--- src/rtl/eft_pkg.sv ---
package eft_pkg;
   // ==========================================
   // Register map
   localparam logic [5:0] A_CTRL = 6'h00;
   localparam logic [5:0] A_CMD = 6'h04;
   localparam logic [5:0] A_FRAME = 6'h08;
   localparam logic [5:0] A_EXP = 6'h0c;
   localparam logic [5:0] A_COL = 6'h10;
   localparam logic [5:0] A_ROW = 6'h14;
   localparam logic [5:0] A_BIN = 6'h18;
   localparam logic [5:0] A_STAT = 6'h1c;
   localparam logic [5:0] A_FROWS = 6'h20;
   localparam logic [5:0] A_EROWS = 6'h24;
   localparam logic [1:0] RESP_OKAY = 2'h0;
   localparam logic [1:0] RESP_SLVERR = 2'h2;
   // ==========================================
   // Fields and reset values
   localparam int B_FMT = 0;
   localparam int B_DEPTH = 1;
   localparam int B_SQRT = 3;
   localparam int B_GLOB = 4;
   localparam int B_EXT = 5;
   localparam int B_MHZ = 8;
   localparam int C_START = 0;
   localparam int C_STOP = 1;
   localparam int C_ROI = 2;
   localparam logic [31:0] CTRL_RST = 32'h0000c800;
   localparam logic [1:0] DEPTH_8 = 2'h0;
   localparam logic [1:0] DEPTH_16 = 2'h1;
   localparam logic [1:0] DEPTH_12 = 2'h2;
   // ==========================================
   // Sensor geometry and timing
   localparam logic [11:0] ROW_CYC_LARGE = 12'ha40;
   localparam logic [11:0] ROW_CYC_SMALL = 12'h9a0;
   localparam logic [11:0] MAXW_LARGE = 12'ha00;
   localparam logic [11:0] MAXH_LARGE = 12'h870;
   localparam logic [11:0] MAXW_SMALL = 12'h780;
   localparam logic [11:0] MAXH_SMALL = 12'h438;
   localparam logic [11:0] ROI_W_ALIGN = 12'h00f;
   localparam logic [19:0] GUARD_ROWS = 20'h00011;
   localparam logic [19:0] SPAN_ROWS = 20'h3ffff;
   localparam logic [11:0] ROI_RST_W = 12'h100;
   localparam logic [11:0] ROI_RST_H = 12'h100;
   localparam logic [19:0] FRAME_RST = 20'h00400;
   localparam logic [19:0] EXP_RST = 20'h00010;
   typedef enum logic [2:0] {
      ST_IDLE = 3'b001,
      ST_DIV = 3'b010,
      ST_CHK = 3'b100
   } eft_cfg_state_t;
endpackage

--- src/rtl/eft_pix_if.sv ---
`timescale 1ns/100ps
interface eft_pix_if;
   logic valid;
   logic [15:0] sample;
   logic resValid;
   logic [11:0] result;
   modport src (output valid, sample, input resValid, result);
   modport sink (input valid, sample, output resValid, result);
endinterface

--- src/rtl/eft_timing_top.sv ---
`timescale 1ns/100ps
// Operation
// - Format 0 expanded link, 1 base link
// - Compression on with 12-bit depth maps 16-bit samples to 12
// - Frame interval zero means fastest allowed
// - Region sizes match binning, width by 16
// - Large: 2560x2160, even column, vertically centred, even height
// - Small: 1920x1080, shared rules only
// - Rolling reset pointer sweeps rows before readout
// - Exposure and interval kept in row times
// - Minimum interval: height, or twice height+17
// - Internal maximum interval: 262143-based limits
// - External interval below 262143 plus height
// - Exposure from 1 to shutter-dependent maximum
// - Timing settable only while stopped
// - Microseconds rounded to nearest row time
// - Row time 2624 or 2464 sensor clocks
// - Large sensor uses half height for timing
module eft_timing_top import eft_pkg::*; #(
   parameter bit LARGE_SENSOR = 1'b1
) (
   input wire logic sys_clk,
   input wire logic resetn,
   input wire logic [5:0] s_axi_awaddr,
   input wire logic s_axi_awvalid,
   output logic s_axi_awready,
   input wire logic [31:0] s_axi_wdata,
   input wire logic [3:0] s_axi_wstrb,
   input wire logic s_axi_wvalid,
   output logic s_axi_wready,
   output logic [1:0] s_axi_bresp,
   output logic s_axi_bvalid,
   input wire logic s_axi_bready,
   input wire logic [5:0] s_axi_araddr,
   input wire logic s_axi_arvalid,
   output logic s_axi_arready,
   output logic [31:0] s_axi_rdata,
   output logic [1:0] s_axi_rresp,
   output logic s_axi_rvalid,
   input wire logic s_axi_rready,
   input wire logic sclkIn,
   input wire logic trigIn,
   input wire logic [15:0] pixIn,
   input wire logic pixInValid,
   output logic captureActive,
   output logic linkBase,
   output logic [1:0] pixelDepth,
   output logic rowStart,
   output logic frameStart,
   output logic readValid,
   output logic [11:0] readRow,
   output logic resetValid,
   output logic [11:0] resetRow,
   output logic globalReset,
   output logic pixOutValid,
   output logic [15:0] pixOut
);
   localparam logic [11:0] ROW_CYC = LARGE_SENSOR ? ROW_CYC_LARGE : ROW_CYC_SMALL;
   localparam logic [11:0] MAX_W = LARGE_SENSOR ? MAXW_LARGE : MAXW_SMALL;
   localparam logic [11:0] MAX_H = LARGE_SENSOR ? MAXH_LARGE : MAXH_SMALL;

   // ==========================================
   // Reset release and pin synchronisers
   logic rstS1, rstn;
   logic sclkS1, sclkS2, sclkS3, trigS1, trigS2, trigS3;
   always_ff @(posedge sys_clk or negedge resetn) begin
      if (!resetn) begin
         rstS1 <= 1'b0;
         rstn <= 1'b0;
      end else begin
         rstS1 <= 1'b1;
         rstn <= rstS1;
      end
   end
   always_ff @(posedge sys_clk or negedge rstn) begin
      if (!rstn) begin
         {sclkS1, sclkS2, sclkS3} <= 3'h0;
         {trigS1, trigS2, trigS3} <= 3'h0;
      end else begin
         {sclkS1, sclkS2, sclkS3} <= {sclkIn, sclkS1, sclkS2};
         {trigS1, trigS2, trigS3} <= {trigIn, trigS1, trigS2};
      end
   end
   wire sclkEdge = sclkS2 & ~sclkS3;
   wire trigEdge = trigS2 & ~trigS3;

   // ==========================================
   // Registers and derived limits
   logic [31:0] ctrlReg, usReg;
   logic [11:0] colStg, wStg, rowStg, hStg, roiCol, roiW, roiRow, roiH;
   logic [3:0] binStg, binReg;
   logic [19:0] frameRowsReg, expRowsReg;
   logic activeReg, frameRej, expRej, roiRej, isFrame;
   eft_cfg_state_t cfgSt;
   wire glob = ctrlReg[B_GLOB];
   wire ext = ctrlReg[B_EXT];
   wire [11:0] hEff = LARGE_SENSOR ? {1'b0, roiH[11:1]} : roiH;
   wire [19:0] hE20 = {8'h00, hEff};
   wire [19:0] minFrame = glob ? ((hE20 + GUARD_ROWS) << 1) : hE20;
   logic [19:0] maxFrame;
   always_comb begin
      if (ext) maxFrame = SPAN_ROWS + hE20 - 20'h00001;
      else if (glob) maxFrame = (hE20 + SPAN_ROWS) << 1;
      else maxFrame = SPAN_ROWS + hE20;
   end
   // Underflow in bit 20 means no exposure fits the interval
   wire [20:0] expMax = glob ? {1'b0, frameRowsReg} - {1'b0, hE20 + GUARD_ROWS}
                             : {1'b0, frameRowsReg} - 21'h000001;

   // ==========================================
   // Bus slave
   logic [5:0] awAddr;
   logic [31:0] wData;
   logic [3:0] wStrb;
   wire wrFire = !s_axi_awready && !s_axi_wready && !s_axi_bvalid;
   wire mapped = (awAddr <= A_EROWS) && (awAddr[1:0] == 2'h0);
   wire cfgIdle = (cfgSt == ST_IDLE);
   wire wrCtrl = wrFire && awAddr == A_CTRL && !activeReg;
   wire wrCmd = wrFire && awAddr == A_CMD;
   wire doStart = wrCmd && wData[C_START] && !activeReg && cfgIdle;
   wire doStop = wrCmd && wData[C_STOP];
   wire doRoi = wrCmd && wData[C_ROI] && !activeReg && cfgIdle;
   wire wrTime = wrFire && (awAddr == A_FRAME || awAddr == A_EXP)
                 && !activeReg && cfgIdle;
   function automatic logic [31:0] merge(input logic [31:0] o, input logic [31:0] n,
                                         input logic [3:0] s);
      for (int b = 0; b < 4; b++) begin
         if (s[b]) o[b*8 +: 8] = n[b*8 +: 8];
      end
      return o;
   endfunction
   always_ff @(posedge sys_clk or negedge rstn) begin
      if (!rstn) begin
         s_axi_awready <= 1'b1;
         s_axi_wready <= 1'b1;
         s_axi_bvalid <= 1'b0;
         s_axi_bresp <= RESP_OKAY;
         awAddr <= 6'h00;
         wData <= 32'h00000000;
         wStrb <= 4'h0;
      end else begin
         if (s_axi_awvalid && s_axi_awready) begin
            awAddr <= s_axi_awaddr;
            s_axi_awready <= 1'b0;
         end
         if (s_axi_wvalid && s_axi_wready) begin
            wData <= s_axi_wdata;
            wStrb <= s_axi_wstrb;
            s_axi_wready <= 1'b0;
         end
         if (wrFire) begin
            s_axi_bvalid <= 1'b1;
            s_axi_bresp <= mapped ? RESP_OKAY : RESP_SLVERR;
            s_axi_awready <= 1'b1;
            s_axi_wready <= 1'b1;
         end else if (s_axi_bvalid && s_axi_bready) begin
            s_axi_bvalid <= 1'b0;
         end
      end
   end
   logic [31:0] rdMux;
   always_comb begin
      unique case (s_axi_araddr)
         A_CTRL: rdMux = ctrlReg;
         A_FRAME, A_EXP: rdMux = usReg;
         A_COL: rdMux = {4'h0, roiW, 4'h0, roiCol};
         A_ROW: rdMux = {4'h0, roiH, 4'h0, roiRow};
         A_BIN: rdMux = {28'h0000000, binReg};
         A_STAT: rdMux = {27'h0000000, !cfgIdle, roiRej, expRej, frameRej, activeReg};
         A_FROWS: rdMux = {12'h000, frameRowsReg};
         A_EROWS: rdMux = {12'h000, expRowsReg};
         default: rdMux = 32'h00000000;
      endcase
   end
   wire rdMapped = (s_axi_araddr <= A_EROWS) && (s_axi_araddr[1:0] == 2'h0)
                   && (s_axi_araddr != A_CMD);
   always_ff @(posedge sys_clk or negedge rstn) begin
      if (!rstn) begin
         s_axi_arready <= 1'b1;
         s_axi_rvalid <= 1'b0;
         s_axi_rdata <= 32'h00000000;
         s_axi_rresp <= RESP_OKAY;
      end else if (s_axi_arvalid && s_axi_arready) begin
         s_axi_arready <= 1'b0;
         s_axi_rvalid <= 1'b1;
         s_axi_rdata <= rdMapped ? rdMux : 32'h00000000;
         s_axi_rresp <= rdMapped ? RESP_OKAY : RESP_SLVERR;
      end else if (s_axi_rvalid && s_axi_rready) begin
         s_axi_rvalid <= 1'b0;
         s_axi_arready <= 1'b1;
      end
   end

   // ==========================================
   // Mode control and capture state
   always_ff @(posedge sys_clk or negedge rstn) begin
      if (!rstn) begin
         ctrlReg <= CTRL_RST;
         activeReg <= 1'b0;
      end else begin
         if (wrCtrl) ctrlReg <= merge(ctrlReg, wData, wStrb);
         if (doStart) activeReg <= 1'b1;
         else if (doStop) activeReg <= 1'b0;
      end
   end
   assign captureActive = activeReg;
   always_ff @(posedge sys_clk or negedge rstn) begin
      if (!rstn) begin
         linkBase <= 1'b0;
         pixelDepth <= DEPTH_8;
      end else begin
         linkBase <= ctrlReg[B_FMT];
         pixelDepth <= ctrlReg[B_DEPTH +: 2];
      end
   end

   // ==========================================
   // Region staging and check
   wire [11:0] hMask = (12'h001 << binStg[1:0]) - 12'h001;
   wire [11:0] vMask = (12'h001 << binStg[3:2]) - 12'h001;
   wire [12:0] colEnd = {1'b0, colStg} + {1'b0, wStg};
   wire [12:0] rowEnd = {1'b0, rowStg} + {1'b0, hStg};
   wire roiBase = hStg != 12'h000 && wStg != 12'h000 && (hStg & vMask) == 12'h000
                  && (wStg & (hMask | ROI_W_ALIGN)) == 12'h000
                  && colEnd <= {1'b0, MAX_W} && rowEnd <= {1'b0, MAX_H};
   wire roiLarge = !colStg[0] && !hStg[0]
                   && ({rowStg, 1'b0} + {1'b0, hStg}) == {1'b0, MAX_H};
   wire roiOk = roiBase && (!LARGE_SENSOR || roiLarge);
   always_ff @(posedge sys_clk or negedge rstn) begin
      if (!rstn) begin
         {colStg, rowStg, roiCol, roiRow} <= 48'h0;
         {wStg, roiW} <= {ROI_RST_W, ROI_RST_W};
         hStg <= LARGE_SENSOR ? MAX_H : ROI_RST_H;
         roiH <= LARGE_SENSOR ? MAX_H : ROI_RST_H;
         {binStg, binReg} <= 8'h00;
         roiRej <= 1'b0;
      end else begin
         if (wrFire && awAddr == A_COL) {wStg, colStg} <= {wData[27:16], wData[11:0]};
         if (wrFire && awAddr == A_ROW) {hStg, rowStg} <= {wData[27:16], wData[11:0]};
         if (wrFire && awAddr == A_BIN) binStg <= wData[3:0];
         if (doRoi) begin
            roiRej <= !roiOk;
            if (roiOk) {roiCol, roiW, roiRow, roiH, binReg} <= {colStg, wStg, rowStg, hStg, binStg};
         end
      end
   end

   // ==========================================
   // Time conversion and limit check
   // Serial divider keeps area small; a setting takes 43 cycles to land
   logic [40:0] numReg, quoReg;
   logic [12:0] remReg;
   logic [5:0] bitCnt;
   wire [12:0] remShift = {remReg[11:0], numReg[40]};
   wire remGe = remShift >= {1'b0, ROW_CYC};
   wire [19:0] rowsCalc = (|quoReg[40:20]) ? 20'hfffff : quoReg[19:0];
   wire [19:0] frameReq = (rowsCalc == 20'h00000) ? minFrame : rowsCalc;
   wire frameOk = frameReq >= minFrame && frameReq <= maxFrame;
   wire expOk = rowsCalc != 20'h00000 && !expMax[20]
                && {1'b0, rowsCalc} <= expMax;
   always_ff @(posedge sys_clk or negedge rstn) begin
      if (!rstn) begin
         cfgSt <= ST_IDLE;
         {numReg, quoReg} <= 82'h0;
         remReg <= 13'h0000;
         bitCnt <= 6'h00;
         usReg <= 32'h00000000;
         isFrame <= 1'b0;
         frameRowsReg <= FRAME_RST;
         expRowsReg <= EXP_RST;
         {frameRej, expRej} <= 2'h0;
      end else begin
         unique case (cfgSt)
            ST_IDLE: if (wrTime) begin
               usReg <= wData;
               isFrame <= awAddr == A_FRAME;
               numReg <= 41'(wData) * 41'(ctrlReg[B_MHZ +: 8])
                         + 41'(ROW_CYC >> 1);
               remReg <= 13'h0000;
               quoReg <= 41'h0;
               bitCnt <= 6'h00;
               cfgSt <= ST_DIV;
            end
            ST_DIV: begin
               remReg <= remGe ? remShift - {1'b0, ROW_CYC} : remShift;
               quoReg <= {quoReg[39:0], remGe};
               numReg <= {numReg[39:0], 1'b0};
               bitCnt <= bitCnt + 6'h01;
               if (bitCnt == 6'h28) cfgSt <= ST_CHK;
            end
            ST_CHK: begin
               if (isFrame) begin
                  frameRej <= !frameOk;
                  if (frameOk) frameRowsReg <= frameReq;
               end else begin
                  expRej <= !expOk;
                  if (expOk) expRowsReg <= rowsCalc;
               end
               cfgSt <= ST_IDLE;
            end
         endcase
      end
   end

   // ==========================================
   // Row timing from the sensor clock
   logic [11:0] sclkCnt;
   logic [19:0] pos;
   logic rowTick, trigPend;
   wire [20:0] rpSum = {1'b0, pos} + {1'b0, expRowsReg};
   wire [20:0] rpMod = (rpSum >= {1'b0, frameRowsReg}) ? rpSum - {1'b0, frameRowsReg} : rpSum;
   always_ff @(posedge sys_clk or negedge rstn) begin
      if (!rstn) begin
         sclkCnt <= 12'h000;
         rowTick <= 1'b0;
      end else begin
         rowTick <= 1'b0;
         if (!activeReg) sclkCnt <= 12'h000;
         else if (sclkEdge) begin
            if (sclkCnt == ROW_CYC - 12'h001) begin
               sclkCnt <= 12'h000;
               rowTick <= 1'b1;
            end else sclkCnt <= sclkCnt + 12'h001;
         end
      end
   end
   always_ff @(posedge sys_clk or negedge rstn) begin
      if (!rstn) begin
         pos <= 20'h00000;
         trigPend <= 1'b0;
      end else begin
         if (trigEdge && activeReg) trigPend <= 1'b1;
         else if (rowTick) trigPend <= 1'b0;
         if (!activeReg) pos <= 20'h00000;
         else if (rowTick) begin
            if (ext) pos <= trigPend ? 20'h00000
                           : (pos < maxFrame ? pos + 20'h00001 : pos);
            else pos <= (pos >= frameRowsReg - 20'h00001) ? 20'h00000
                        : pos + 20'h00001;
         end
      end
   end
   always_ff @(posedge sys_clk or negedge rstn) begin
      if (!rstn) begin
         {rowStart, frameStart, readValid, resetValid, globalReset} <= 5'h00;
         readRow <= 12'h000;
         resetRow <= 12'h000;
      end else begin
         rowStart <= rowTick;
         frameStart <= rowTick && pos == 20'h00000;
         readValid <= rowTick && pos < hE20;
         readRow <= pos[11:0];
         resetValid <= rowTick && !glob && rpMod < {1'b0, hE20};
         resetRow <= rpMod[11:0];
         globalReset <= rowTick && glob && pos == frameRowsReg - expRowsReg;
      end
   end

   // ==========================================
   // Pixel output path
   eft_pix_if pif ();
   logic [15:0] pixDly;
   assign pif.valid = pixInValid;
   assign pif.sample = pixIn;
   eft_sqrt u_sqrt (
      .clk(sys_clk),
      .rstn(rstn),
      .pif(pif)
   );
   always_ff @(posedge sys_clk or negedge rstn) begin
      if (!rstn) begin
         pixDly <= 16'h0000;
         pixOut <= 16'h0000;
         pixOutValid <= 1'b0;
      end else begin
         pixDly <= pixIn;
         pixOutValid <= pif.resValid;
         if (pixelDepth == DEPTH_12 && ctrlReg[B_SQRT]) pixOut <= {4'h0, pif.result};
         else if (pixelDepth == DEPTH_12) pixOut <= {4'h0, pixDly[15:4]};
         else if (pixelDepth == DEPTH_8) pixOut <= {8'h00, pixDly[15:8]};
         else pixOut <= pixDly;
      end
   end

   // ==========================================
   // Checks
   property p_start;
      @(posedge sys_clk) disable iff (!rstn) doStart |=> captureActive [*2];
   endproperty
   a_start: assert property (p_start) else $error("start not held active");
   property p_lock;
      @(posedge sys_clk) disable iff (!rstn)
         activeReg |=> $stable(frameRowsReg) && $stable(expRowsReg);
   endproperty
   a_lock: assert property (p_lock) else $error("timing changed while active");
   property p_fast;
      @(posedge sys_clk) disable iff (!rstn)
         (cfgSt == ST_CHK && isFrame && rowsCalc == 20'h00000 && frameOk)
            |=> frameRowsReg == $past(minFrame);
   endproperty
   a_fast: assert property (p_fast) else $error("zero interval not minimum");
   property p_keep;
      @(posedge sys_clk) disable iff (!rstn)
         (cfgSt == ST_CHK && (isFrame ? !frameOk : !expOk))
            |=> $stable(frameRowsReg) && $stable(expRowsReg) && (frameRej || expRej);
   endproperty
   a_keep: assert property (p_keep) else $error("bad setting took effect");
   property p_exp;
      @(posedge sys_clk) disable iff (!rstn)
         $changed(expRowsReg) |-> expRowsReg != 20'h00000 && expRowsReg < frameRowsReg;
   endproperty
   a_exp: assert property (p_exp) else $error("exposure out of range");
   property p_row;
      @(posedge sys_clk) disable iff (!rstn) rowTick |=> !rowTick [*8];
   endproperty
   a_row: assert property (p_row) else $error("row time too short");
   property p_sweep;
      @(posedge sys_clk) disable iff (!rstn) resetValid |-> resetRow < hEff && !glob;
   endproperty
   a_sweep: assert property (p_sweep) else $error("reset row outside region");
   property p_width;
      @(posedge sys_clk) disable iff (!rstn)
         doRoi && roiOk |=> roiW[3:0] == 4'h0 && (roiH & vMask) == 12'h000;
   endproperty
   a_width: assert property (p_width) else $error("region alignment broken");
   property p_div;
      @(posedge sys_clk) disable iff (!rstn) wrTime |=> cfgSt == ST_DIV [*8];
   endproperty
   a_div: assert property (p_div) else $error("conversion cut short");
   property p_sqrt;
      @(posedge sys_clk) disable iff (!rstn)
         pixOutValid && pixelDepth == DEPTH_12 |-> pixOut[15:12] == 4'h0;
   endproperty
   a_sqrt: assert property (p_sqrt) else $error("12-bit output too wide");
endmodule // eft_timing_top

--- src/rtl/eft_sqrt.sv ---
`timescale 1ns/100ps
module eft_sqrt (
   input wire logic clk,
   input wire logic rstn,
   eft_pix_if.sink pif
);
   // ==========================================
   // Root of sample scaled by 256: 16 bits in, 12 bits out
   function automatic logic [11:0] isqrt(input logic [23:0] v);
      logic [11:0] q;
      logic [11:0] c;
      q = 12'h000;
      for (int i = 11; i >= 0; i--) begin
         c = q | (12'h001 << i);
         if (24'(c) * 24'(c) <= v) begin
            q = c;
         end
      end
      return q;
   endfunction

   always_ff @(posedge clk or negedge rstn) begin
      if (!rstn) begin
         pif.resValid <= 1'b0;
         pif.result <= 12'h000;
      end else begin
         pif.resValid <= pif.valid;
         pif.result <= isqrt({pif.sample, 8'h00});
      end
   end
endmodule // eft_sqrt

--- config.mk ---
export PLATFORM = sky130hd
export DESIGN_NAME = eft_timing_top
export DESIGN_NICKNAME = d
export VERILOG_FILES = /design/src/rtl/eft_pkg.sv /design/src/rtl/eft_pix_if.sv /design/src/rtl/eft_timing_top.sv /design/src/rtl/eft_sqrt.sv
export SDC_FILE = /design/constraint.sdc
export NUM_CORES = 2
export LEC_CHECK = 0
export BUFFER_PORTS_ARGS = -buffer_cell sky130_fd_sc_hd__buf_2
export CAP_MARGIN = 10
export CORE_MARGIN = 2
export CORE_UTILIZATION = 57
export DETAILED_ROUTE_END_ITERATION = 12
export PLACE_DENSITY = 0.74
export SETUP_SLACK_MARGIN = 0.02
export SYNTH_ARGS = -nofsm -noshare
export SYNTH_HDL_FRONTEND = slang
export SYNTH_HIERARCHICAL = 1
export SYNTH_SLANG_ARGS = --single-unit
--- constraint.sdc ---
create_clock -name sys_clk -period 20.3 [get_ports sys_clk]
set_clock_uncertainty 0.2 [all_clocks]
set_input_delay 2.03 -clock sys_clk [delete_from_list [all_inputs] [get_ports sys_clk]]
set_output_delay 2.03 -clock sys_clk [all_outputs]
set_load 0.01 [all_outputs]
==> key figures <==
Synthesis
  – Synth async-reset ratio: 100%
  – Mean Syn Cell Area: between 9 and 10 um2
  – Synth unique cells: 107
  – Yosys reg bits: between 500 and 600
  – Yosys warning total: 6
  – Most common flop cell mapped by yosys: dfrtp_1
  – Post-synthesis sequential area ratio: ~25%
  – Mapped Area: 52800 um2
  – Cells after Synth: 5649
  – Post-synth EDFFs: 0

Run
  – Max Cap Violations: 0

Global routing
  – First-pass GRT wire length: 249000 um
  – Gr usage total: 33.4%
  – Initial antenna violation count: 9
  – Total gr overflow: 0
  – Largest net degree at the start of global routing: 84
  – Vias in the first global route: between 40000 and 50000

Finish
  – Fin nets: 7312
  – Area growth from synthesis to layout: 16.1%
  – Fin cells: 7392
  – Most frequent cells in the layout: inv_1, ha_1, nand2_1, dfrtp_1, buf_4
  – # fillers: slightly above 7000
  – Layout cell share with drive strength beyond 1: 20.0%
  – Most common cell after layout, fill and taps aside: inv_1

Placed design
  – Cells after DPL: 7236
  – Number of I/O port buffers: 162
  – DP HPWL: approximately 120000 um
  – GP Congestion: approximately 1

Floorplan
  – Core footprint: 91700 um2
  – Die Area: 95000 um2
  – I/O pins: 165
  – Rows: 111
  – Initial core utilization: 57.6%
  – Die Y: 308 um
  – Die width: 308 um

Detailed routing
  – Post-route ant nets: 0
  – DR iter-0 viols: 3799
  – Avg Vias per Cell: between 5 and 6
  – Remaining DRCs: 0
  – Total number of vias: around 44000
  – Final wirelength: 157000 um
  – Per-cell routed wire length: 21.2 um
  – Drt first pass iters: 6

STA
  – Period utilization: 225%
  – Fin crit period: ~46 ns
  – FMAX: 0.0219 GHz
  – Final hold viol count: 0
  – Actual slew at the worst max-slew pin: 1.17 ns
  – Unrepaired setup endpoints after global routing: yes
  – Final setup vio count: 5
  – Max Slew Vio Count: 0
  – Setup slack after layout: -25.32 ns
  – Slew margin rel.: 22.1%

Clock network
  – Clk slew on worst S/H paths: 0.06 ns
  – Cts hold-fix bufs: 0
  – CTS Buf Count: 59
  – H-Tree Depth: 2
  – Clk root buf: clkbuf_16
  – CTS max path bufs: 3
  – CTS tree: done
  – Clock Sinks: 517
  – Worst-Skew Late Latency: 0.68 ns

Setup path
  – CP Capture Type: register
  – Setup CP Type: in2reg
  – Req. time, crit path: ~21 ns
  – Crit path launch type: input port
  – Most common cell type on the critical path: fa_1
  – CP max FO: 7
  – R2R Setup Slk: roughly 13 ns
  – Critical path's largest stage delay: 0.56 ns
  – CP max stage cell: fa_1
  – Crit path DAT: 45.97 ns

Run status
  – Failing checks: negative setup slack
  – Outcome: finished with violations

Worst hold path
  – HP Class: reg2reg
[flip-flops by register name (all words and copies together), names as in the netlist, 16 cells and up]
signal        count
ctrlReg          32
expRowsReg       20
frameRowsReg     20
numReg           41
pixDly           16
pixOut           16
pos              20
quoReg           41
s_axi_rdata      32
usReg            32
wData            32
[worst paths after layout]
kind / startpoint / endpoint / cells past startpoint
min in group asynchronous: rstn / wData[15] / 0
max in group asynchronous: rstn / s_axi_rdata[1] / 3
max: pixIn[12] / u_sqrt/pif.result[0] / 212
max reg2reg: pos[0] / resetValid / 24
min: sclkS1 / sclkS2 / 0
min reg2reg: sclkS1 / sclkS2 / 0
[logic make-up (layout without fill, tap and decap cells)]
kind of cell	after synthesis	in the layout	synth area share (%)
multiplexers	257	257	5.73
AO/OA/AOI/OAI	1102	1102	13.4
XOR/XNOR	285	285	4.74
AND/OR/NAND/NOR	1509	1509	13.8
buffers and inverters	897	1451	6.64
adder cells (fa/ha/maj)	1080	1080	31.1
flip-flops	517	517	24.6
other	2	5	0.0142
[cell type report]
class                   count  area, um2  area share (%)
inverters                 692       2630            4.30
well taps                1186       1480            2.42
repair buffers            652       4570            7.46
flip-flops and latches    517      13000            21.2
multi-input cells        4236      37600            61.4
clock inverters            30        403           0.658
diodes                      2       5.00         0.00817
clock buffers              77       1580            2.59
[cells in the mapped netlist (39+ instances only)]
cell type,n,area share [%]
ha_1,695,16
inv_1,686,4.9
nand2_1,576,4.1
dfrtp_1,498,24
fa_1,385,15
o21ai_0,311,2.9
a21oi_1,268,2.5
nor2_1,262,1.9
xnor2_1,205,3.4
clkbuf_1,177,1.3
and2_1,170,2.0
mux2_2,161,3.4
a21o_1,135,1.9
nor3_1,80,0.76
xor2_1,79,1.3
nand4_1,72,0.85
nand3_1,68,0.64
nand2b_1,55,0.65
nor2b_1,52,0.62
mux2i_1,51,0.97
mux2_4,40,1.1
a22oi_1,39,0.55
[worst max-delay path: cells and delay by family]
kind            cells  cell delay [ns]
xor+xnor           13             1.71
buf+inv            36             3.00
compound gates     67            11.04
fa+ha+maj          66            23.75
simple gates       30             4.42
[repair_timing]
item | in CTS | in global routing
gates resized for setup | 51 | 47
pin swaps | 85 | 74
setup endpoints to repair | 5 | 6
buffers inserted | 23 | 23
[stage by stage]
step / util, % / instance area (um2) / hold WS, ns / setup slack (ns) / TNS (ns)
2_1_floorplan: - / 53700 / 0.131 / -25.29 / -73.57
3_3_place_gp: 63.8 / 58400 / 0.134 / -25.39 / -72.67
3_5_place_dp: 63.8 / 58400 / 0.136 / -26.39 / -76.60
4_1_cts: 66.4 / 60900 / 0.119 / -24.90 / -69.91
5_1_grt: 66.8 / 61300 / 0.0993 / -27.15 / -78.43
6_report: 66.8 / 61300 / 0.0882 / -25.32 / -71.49
[routing by layer]
| metal | vias up | share of wire [%] | track usage, % |
|---|---|---|---|
| met4 | 6 | 4.5 | 13.2 |
| li1 | 20299 | - | - |
| met2 | 1668 | 46 | 54.0 |
| met3 | 361 | 7.5 | 5.00 |
| met1 | 21680 | 42 | 45.2 |
| met5 | - | 0.029 | 0 |
Power is not shown: default switching activity piles up to over one toggle a cycle in this logic, so the estimate is an artifact.
